$ cat src/verilog/lane_tx_defines.svh
`ifndef LANE_TX_DEFINES_SVH
`define LANE_TX_DEFINES_SVH

// Register offsets on the configuration port
`define ANALOG_CFG_OFFSET   8'h47
`define LINK_CTRL_OFFSET    8'h60

// Reset values
`define ANALOG_CFG_RESET    8'h00
`define LINK_CTRL_RESET     8'h7d

// Field positions, lane_tx_analog_config
`define SWING_MSB           6
`define SWING_LSB           4
`define DEEMPH_MSB          2
`define DEEMPH_LSB          0

// Field positions, link_control
`define SCRAMBLE_BIT        7
`define KM1_MSB             6
`define KM1_LSB             2
`define ENABLE_BIT          0

// Field reset values
`define SWING_RESET         3'h0
`define DEEMPH_RESET        3'h0
`define SCRAMBLE_RESET      1'b0
`define KM1_RESET           5'h1f
`define ENABLE_RESET        1'b1

// Lane characters, last alignment multiframe index and scrambler seed
`define IDLE_PATTERN        8'h55
`define CHAR_COMMA          8'hbc
`define CHAR_MF_START       8'h1c
`define CHAR_MF_END         8'h7c
`define CHAR_CFG_MARK       8'h9c
`define CHAR_FRAME_END      8'hfc
`define ILAS_MULTIFRAMES    2'h3
`define SCRAMBLE_SEED       15'h7fff

`endif

$ cat src/verilog/lane_tx_pkg.sv
package lane_tx_pkg;

   // Lane transmitter sequence
   typedef enum logic [1:0] {
      ST_IDLE = 2'b00,
      ST_CGS  = 2'b01,
      ST_ILAS = 2'b10,
      ST_DATA = 2'b11
   } lane_state_e;

endpackage : lane_tx_pkg

$ cat src/verilog/serial_link_tx_config_regs.sv
`timescale 1ns/1ps
`include "lane_tx_defines.svh"
module serial_link_tx_config_regs #(
   parameter int OCTETS_PER_FRAME = 2
) (
   input  wire logic       ref_clk,
   input  wire logic       rst_n,
   input  wire logic       ce,
   input  wire logic [7:0] reg_addr,
   input  wire logic [7:0] reg_wdata,
   input  wire logic       reg_wr,
   input  wire logic       reg_rd,
   output logic      [7:0] reg_rdata,
   input  wire logic       sync_req_n,
   input  wire logic [7:0] sample_octet,
   output logic      [7:0] lane_octet,
   output logic            lane_is_ctrl,
   output logic            link_up,
   output logic      [2:0] output_swing_sel,
   output logic      [2:0] deemphasis_sel
);

   // Refuse frame widths the multiframe counter is not sized for
   if (OCTETS_PER_FRAME < 1 || OCTETS_PER_FRAME > 4) begin : g_bad_frame
      $error("OCTETS_PER_FRAME must be 1 to 4");
   end

   logic [2:0]              swing_ff;
   logic [2:0]              deemph_ff;
   logic                    scramble_on;
   logic [4:0]              frames_per_multiframe_minus_one;
   logic                    link_enable;
   logic [7:0]              rdata_ff;
   lane_tx_pkg::lane_state_e state_ff;
   lane_tx_pkg::lane_state_e nxt_state;
   logic [7:0]              octet_cnt_ff;
   logic [1:0]              mf_cnt_ff;
   logic [14:0]             scr_ff;
   logic [7:0]              octet_ff;
   logic                    ctrl_ff;
   logic                    up_ff;

   // Scramble one octet MSB first; the state holds the last 15 output bits
   function automatic logic [22:0] scramble(input logic [7:0] d, input logic [14:0] s);
      logic [7:0]  o;
      logic [14:0] st;
      o  = 8'h00;
      st = s;
      for (int i = 7; i >= 0; i--) begin
         o[i] = d[i] ^ st[13] ^ st[14];
         st   = {st[13:0], o[i]};
      end
      return {o, st};
   endfunction : scramble

   // Address decode
   wire hit_analog = (reg_addr == `ANALOG_CFG_OFFSET);
   wire hit_ctrl   = (reg_addr == `LINK_CTRL_OFFSET);

   // Reserved bits are not stored and read back as zero
   wire [7:0] analog_view = {1'b0, swing_ff, 1'b0, deemph_ff};
   wire [7:0] ctrl_view   = {scramble_on, frames_per_multiframe_minus_one, 1'b0, link_enable};
   wire [7:0] rd_mux      = hit_analog ? analog_view : (hit_ctrl ? ctrl_view : 8'h00);

   // Register writes and registered read data
   always_ff @(posedge ref_clk or negedge rst_n) begin
      if (!rst_n) begin
         swing_ff                        <= `SWING_RESET;
         deemph_ff                       <= `DEEMPH_RESET;
         scramble_on                     <= `SCRAMBLE_RESET;
         frames_per_multiframe_minus_one <= `KM1_RESET;
         link_enable                     <= `ENABLE_RESET;
         rdata_ff                        <= 8'h00;
      end else if (ce) begin
         if (reg_wr && hit_analog) begin
            swing_ff  <= reg_wdata[`SWING_MSB:`SWING_LSB];
            deemph_ff <= reg_wdata[`DEEMPH_MSB:`DEEMPH_LSB];
         end
         if (reg_wr && hit_ctrl) begin
            scramble_on                     <= reg_wdata[`SCRAMBLE_BIT];
            frames_per_multiframe_minus_one <= reg_wdata[`KM1_MSB:`KM1_LSB];
            link_enable                     <= reg_wdata[`ENABLE_BIT];
         end
         if (reg_rd)
            rdata_ff <= rd_mux;
      end
   end

   assign reg_rdata        = rdata_ff;
   assign output_swing_sel = swing_ff;
   assign deemphasis_sel   = deemph_ff;

   // Index of the last octet in a multiframe; out-of-range frame counts are not guarded
   wire [7:0] mf_last  = 8'(({3'h0, frames_per_multiframe_minus_one} + 8'h01)
                            * OCTETS_PER_FRAME - 1);
   wire       mf_end   = (octet_cnt_ff == mf_last);
   wire       ilas_end = mf_end && (mf_cnt_ff == `ILAS_MULTIFRAMES);

   // Sequencer: idle pattern, code group sync, alignment sequence, data
   always_comb begin
      nxt_state = state_ff;
      case (state_ff)
         lane_tx_pkg::ST_IDLE: nxt_state = lane_tx_pkg::ST_CGS;
         lane_tx_pkg::ST_CGS:  if (sync_req_n) nxt_state = lane_tx_pkg::ST_ILAS;
         lane_tx_pkg::ST_ILAS: if (ilas_end) nxt_state = lane_tx_pkg::ST_DATA;
         lane_tx_pkg::ST_DATA: nxt_state = lane_tx_pkg::ST_DATA;
         default:              nxt_state = lane_tx_pkg::ST_IDLE;
      endcase
      // A new sync request restarts synchronization
      if (!sync_req_n && state_ff != lane_tx_pkg::ST_IDLE)
         nxt_state = lane_tx_pkg::ST_CGS;
      if (!link_enable)
         nxt_state = lane_tx_pkg::ST_IDLE;
   end

   // Alignment sequence character for the current position
   wire [7:0] ilas_char = (octet_cnt_ff == 8'h00) ? `CHAR_MF_START :
                          mf_end ? `CHAR_MF_END :
                          (mf_cnt_ff == 2'h1 && octet_cnt_ff == 8'h01) ? `CHAR_CFG_MARK :
                          octet_cnt_ff;
   wire       ilas_ctrl = (octet_cnt_ff == 8'h00) || mf_end ||
                          (mf_cnt_ff == 2'h1 && octet_cnt_ff == 8'h01);
   wire [22:0] scr_res  = scramble(sample_octet, scr_ff);
   wire [7:0]  payload  = scramble_on ? scr_res[22:15] : sample_octet;

   // Lane octet, counters and scrambler state
   always_ff @(posedge ref_clk or negedge rst_n) begin
      if (!rst_n) begin
         state_ff     <= lane_tx_pkg::ST_IDLE;
         octet_cnt_ff <= 8'h00;
         mf_cnt_ff    <= 2'h0;
         scr_ff       <= `SCRAMBLE_SEED;
         octet_ff     <= `IDLE_PATTERN;
         ctrl_ff      <= 1'b0;
         up_ff        <= 1'b0;
      end else if (ce) begin
         state_ff     <= nxt_state;
         octet_cnt_ff <= (state_ff != nxt_state || mf_end) ? 8'h00 : octet_cnt_ff + 8'h01;
         if (state_ff != lane_tx_pkg::ST_ILAS)
            mf_cnt_ff <= 2'h0;
         else if (mf_end)
            mf_cnt_ff <= mf_cnt_ff + 2'h1;
         up_ff <= 1'b0;
         case (state_ff)
            lane_tx_pkg::ST_CGS: begin
               octet_ff <= `CHAR_COMMA;
               ctrl_ff  <= 1'b1;
            end
            lane_tx_pkg::ST_ILAS: begin
               octet_ff <= ilas_char;
               ctrl_ff  <= ilas_ctrl;
            end
            lane_tx_pkg::ST_DATA: begin
               // only payload octets pass the scrambler
               octet_ff <= payload;
               ctrl_ff  <= 1'b0;
               if (scramble_on)
                  scr_ff <= scr_res[14:0];
               // up only while data flows
               // A lost sync or a disable drops the flag with the last payload
               up_ff    <= (nxt_state == lane_tx_pkg::ST_DATA);
            end
            default: begin
               octet_ff <= `IDLE_PATTERN;
               ctrl_ff  <= 1'b0;
            end
         endcase
      end
   end

   assign lane_octet   = octet_ff;
   assign lane_is_ctrl = ctrl_ff;
   assign link_up      = up_ff;

   // Checks on register fields and the lane sequence
   a_swing_write_stores: assert property (
      @(posedge ref_clk) disable iff (!rst_n)
      ce && reg_wr && hit_analog |=> output_swing_sel == $past(reg_wdata[6:4]))
      else $error("Swing code not stored");

   a_deemph_write_stores: assert property (
      @(posedge ref_clk) disable iff (!rst_n)
      ce && reg_wr && hit_analog |=> deemphasis_sel == $past(reg_wdata[2:0]))
      else $error("De-emphasis code not stored");

   a_scramble_bit_write: assert property (
      @(posedge ref_clk) disable iff (!rst_n)
      ce && reg_wr && hit_ctrl |=> scramble_on == $past(reg_wdata[7]))
      else $error("Scrambler enable not stored");

   a_frame_count_write: assert property (
      @(posedge ref_clk) disable iff (!rst_n)
      ce && reg_wr && hit_ctrl |=> frames_per_multiframe_minus_one == $past(reg_wdata[6:2]))
      else $error("Frame count not stored");

   a_idle_pattern_out: assert property (
      @(posedge ref_clk) disable iff (!rst_n)
      ce && !link_enable ##1 ce |=> lane_octet == `IDLE_PATTERN && !lane_is_ctrl)
      else $error("Idle pattern missing while disabled");

   a_link_up_data: assert property (
      @(posedge ref_clk) disable iff (!rst_n)
      $rose(state_ff == lane_tx_pkg::ST_DATA) |-> $past(state_ff) == lane_tx_pkg::ST_ILAS)
      else $error("Data entered without alignment sequence");

   a_link_up_cause: assert property (
      @(posedge ref_clk) disable iff (!rst_n)
      $rose(link_up) |-> $past(state_ff) == lane_tx_pkg::ST_DATA && $past(sync_req_n))
      else $error("Link up without data state");

   a_clear_payload: assert property (
      @(posedge ref_clk) disable iff (!rst_n)
      ce && state_ff == lane_tx_pkg::ST_DATA && !scramble_on
      |=> lane_octet == $past(sample_octet) && !lane_is_ctrl)
      else $error("Payload not passed through");

   a_scrambled_payload: assert property (
      @(posedge ref_clk) disable iff (!rst_n)
      ce && state_ff == lane_tx_pkg::ST_DATA && scramble_on
      |=> lane_octet == ($past(sample_octet) ^ {$past(scr_ff[13:6]) ^ $past(scr_ff[14:7])})
          && !lane_is_ctrl)
      else $error("Scrambled payload wrong");

endmodule : serial_link_tx_config_regs

$ cat config.mk
export PLATFORM = sky130hd
export DESIGN_NAME = serial_link_tx_config_regs
export DESIGN_NICKNAME = d
export VERILOG_FILES = /design/src/verilog/lane_tx_pkg.sv /design/src/verilog/serial_link_tx_config_regs.sv
export VERILOG_INCLUDE_DIRS = /design/src /design/src/verilog
export SDC_FILE = /design/constraint.sdc
export NUM_CORES = 1
export LEC_CHECK = 0
export ABC_CLOCK_PERIOD_IN_PS = 3130
export BUFFER_PORTS_ARGS = -buffer_cell sky130_fd_sc_hd__buf_2
export CAP_MARGIN = 20
export CORE_MARGIN = 2
export CORE_UTILIZATION = 55
export DETAILED_ROUTE_END_ITERATION = 7
export PLACE_DENSITY = 0.78
export SETUP_SLACK_MARGIN = 0.4
export SYNTH_ARGS = -nofsm -noshare
export SYNTH_HDL_FRONTEND = slang
export SYNTH_SLANG_ARGS = --single-unit
$ cat constraint.sdc
create_clock -name ref_clk -period 3.13 [get_ports ref_clk]
set_clock_uncertainty 0.2 [all_clocks]
set_input_delay 0.7825 -clock ref_clk [delete_from_list [all_inputs] [get_ports ref_clk]]
set_output_delay 0.7825 -clock ref_clk [all_outputs]
set_load 0.01 [all_outputs]
==> results_dict.tcl <==
set metrics [dict create \
    outcome "finished, final reports clean" \
    synth_area_per_cell_um2 9.85 \
    maxCapViolCount 0 \
    rsz0062_at_grt "no" \
    syn-cell-area_um2 3420 \
    tns_ns 0 \
    grt_max_degree 34 \
    num_vias 2810 \
    cts_sinks 58 \
    cp.required_ns 3.21 \
    cts_root_buf "clkbuf_8" \
    grt_busiest_layer "met2" \
    synth_seq_cells 58 \
    clock_latency_ns 0.34 \
    post-route-min-period_ns 2.63 \
    finalNetCount 445 \
    grt_pass1_vias 2759 \
    p_leak_nw 1.82 \
    ys.flop_type "dfrtp_1" \
    cts_tree "built" \
    place_area_um2 3750 \
    r2r-start "frames_per_multiframe_minus_one[1]" \
    dp_hpwl_mm 5.64 \
    use_met3_pct 5.27 \
    design_area_um2 4080 \
    worstMarginPinSlew_ns 0.600 \
    r2r_slack_ns 0.50 \
    synth_cell_types 58 \
    synth_nets 389 \
    ant_nets 0 \
    antenna_cells 0 \
    slowest_delay_ns 0.60 \
    netlist.area_leader.share_pct 24.1 \
    synth_most_common_cell "nand2_1" \
    dp_cells 463 \
    path_common_cell "xnor2_1" \
    viasPerCell 5.82 \
    cts_buffers 9 \
    io_pins 54 \
    die_w_um 82.9 \
    async_flop_share_pct 100 \
    multi_input_area_um2 1830 \
    p_total_mw 2.12 \
    finalNonFillerCells 483 \
    slew_viol_final 0 \
    fin_crit_sh_pct 83.9 \
    ir_drop_uv 325 \
    synth_edf_count 0 \
    path_class "reg -> reg" \
    cts_hold_buf 0 \
    drive_gt1_share_pct 34.8 \
    fin_hold_ws_ns 0.245 \
    power_density_nw_per_um2 520 \
    grt.met2_usage_pct 37.0 \
    wl_mm 7.84 \
    htreeDepth 3 \
    yosys_warnings 0 \
    grtUsageMet1_pct 32.0 \
    antenna_found_initial 0 \
    wire_per_inst_um 16.2 \
    chipHeight_um 82.9 \
    path_buf_inv 2 \
    grt_pass1_wl_mm 13.1 \
    r2r_cells 9 \
    hold_violations 0 \
    path_clk_slew_ns 0.07 \
    syn_to_final_growth_pct 19.2 \
    die_area_um2 6860 \
    crit_path_start_kind "flop" \
    cp_slowest_cell "dfstp_2" \
    grt_overflow 0 \
    row_count 28 \
    worstReg2RegEnd "mf_cnt_ff[1]" \
    cp_cell_sequence "ha_1, xnor2_1, xnor2_1, nor4bb_2, buf_4, mux2i_4, buf_12, nor4_1, a211o_1" \
    cp-end-kind "flop" \
    gp_congestion 0.882 \
    portBuffers 53 \
    cts_buffer_depth 2 \
    core_um2 5960 \
    cp_max_fo 8 \
    critPathArrivalTime_ns 2.71 \
    drc 0 \
    critPathTopFamily "flip-flops" \
    synth_area_leader_cell "dfrtp_1" \
    synth_top_cells_by_area "dfrtp_1 24%, dfstp_2 19%, xnor2_1 6.7%" \
    max_freq_mhz 381 \
    fillers 455 \
    yosys-top-cells-count "41 x nand2_1, 33 x dfrtp_1, 30 x o21ai_0" \
    hold_class "in -> async" \
    start_util_pct 57.4 \
    track_usage_pct 23.5 \
    drt_iter0_drc 119 \
    slew_headroom_pct 60.0 \
    finalSetupViolCount 0 \
    firstDrtPassIters 4 \
    synth_seq_area_share_pct 43.4 \
    layout.area.seq_um2 1490 \
    syn_inst 347 \
]
-- cells in the final DEF (no fill, tap or decap), drive strengths merged, types with 12 or more instances in the layout --
| cell | instances |
|---|---|
| o21ai | 31 |
| buf | 64 |
| a21oi | 15 |
| dfstp | 25 |
| nor2 | 13 |
| dfrtp | 33 |
| ha | 12 |
| nand2 | 41 |
| xnor2 | 26 |
| inv | 13 |
| nand3 | 14 |
| mux2 | 21 |
| clkbuf | 12 |
-- worst max path at each step --
stage	to	from	cells past startpoint
after floorplan	scramble_on	reg_addr[3]	4
after global placement	lane_octet[3]	frames_per_multiframe_minus_one[0]	7
after detailed placement	lane_octet[3]	frames_per_multiframe_minus_one[0]	7
after CTS	state_ff[0]	frames_per_multiframe_minus_one[1]	7
after global routing	octet_cnt_ff[0]	frames_per_multiframe_minus_one[1]	9
final	mf_cnt_ff[1]	frames_per_multiframe_minus_one[1]	9
-- stage by stage --
step                      util (%)  setup slack (ns)
after floorplan                  -             0.419
after global placement        63.0             0.331
after detailed placement      63.0             0.284
after CTS                     67.8             0.410
after global routing          68.4             0.396
final                         68.4             0.504
-- layout make-up --
cell class / count / share of cell area, %
Clock buffer: 12 / 4.05
Clock inverter: 4 / 1.78
Inverter: 14 / 1.29
Multi-Input combinational cell: 256 / 45.0
Sequential cell: 58 / 36.4
Tap cell: 75 / 2.30
Timing Repair Buffer: 64 / 9.15
-- metal layers --
layer	vias to the layer above	routed length [um]
met1	1358	3480
met4	0	166
met2	88	3760
met5	-	0
li1	1347	-
met3	17	433
-- report_power, final --
part           switching, mW  internal (mW)  leakage [nW]
Combinational          0.220          0.187         0.996
Sequential            0.0864          0.802         0.702
Clock                  0.313          0.512         0.119
Total                  0.619           1.50          1.82
-- repair_timing --
item                                    4_1_cts  5_1_grt
endpoints found under the hold margin         0        0
endpoints found under the setup margin       14       16
pin swaps                                     0        2
buffers inserted                              3        1
resized for setup                             2        8
-- registers in the layout, summed over array words and instances (netlist names), 3 cells and up --
name,cells
frames_per_multiframe_minus_one,5
reg_rdata,8
lane_octet,8
octet_cnt_ff,8
scr_ff,15
output_swing_sel,3
deemphasis_sel,3
-- logic make-up (layout without fill, tap and decap cells) --
kind of cell / count (synthesis) / in the layout / share of synthesized area (%)
simple gates: 102 / 102 / 15.3
compound gates: 82 / 82 / 15.4
flops: 58 / 58 / 43.4
xor+xnor: 37 / 37 / 9.48
buf+inv: 33 / 94 / 4.13
mux: 23 / 23 / 7.98
fa+ha+maj: 12 / 12 / 4.39
(Power assumes the default switching activity.)
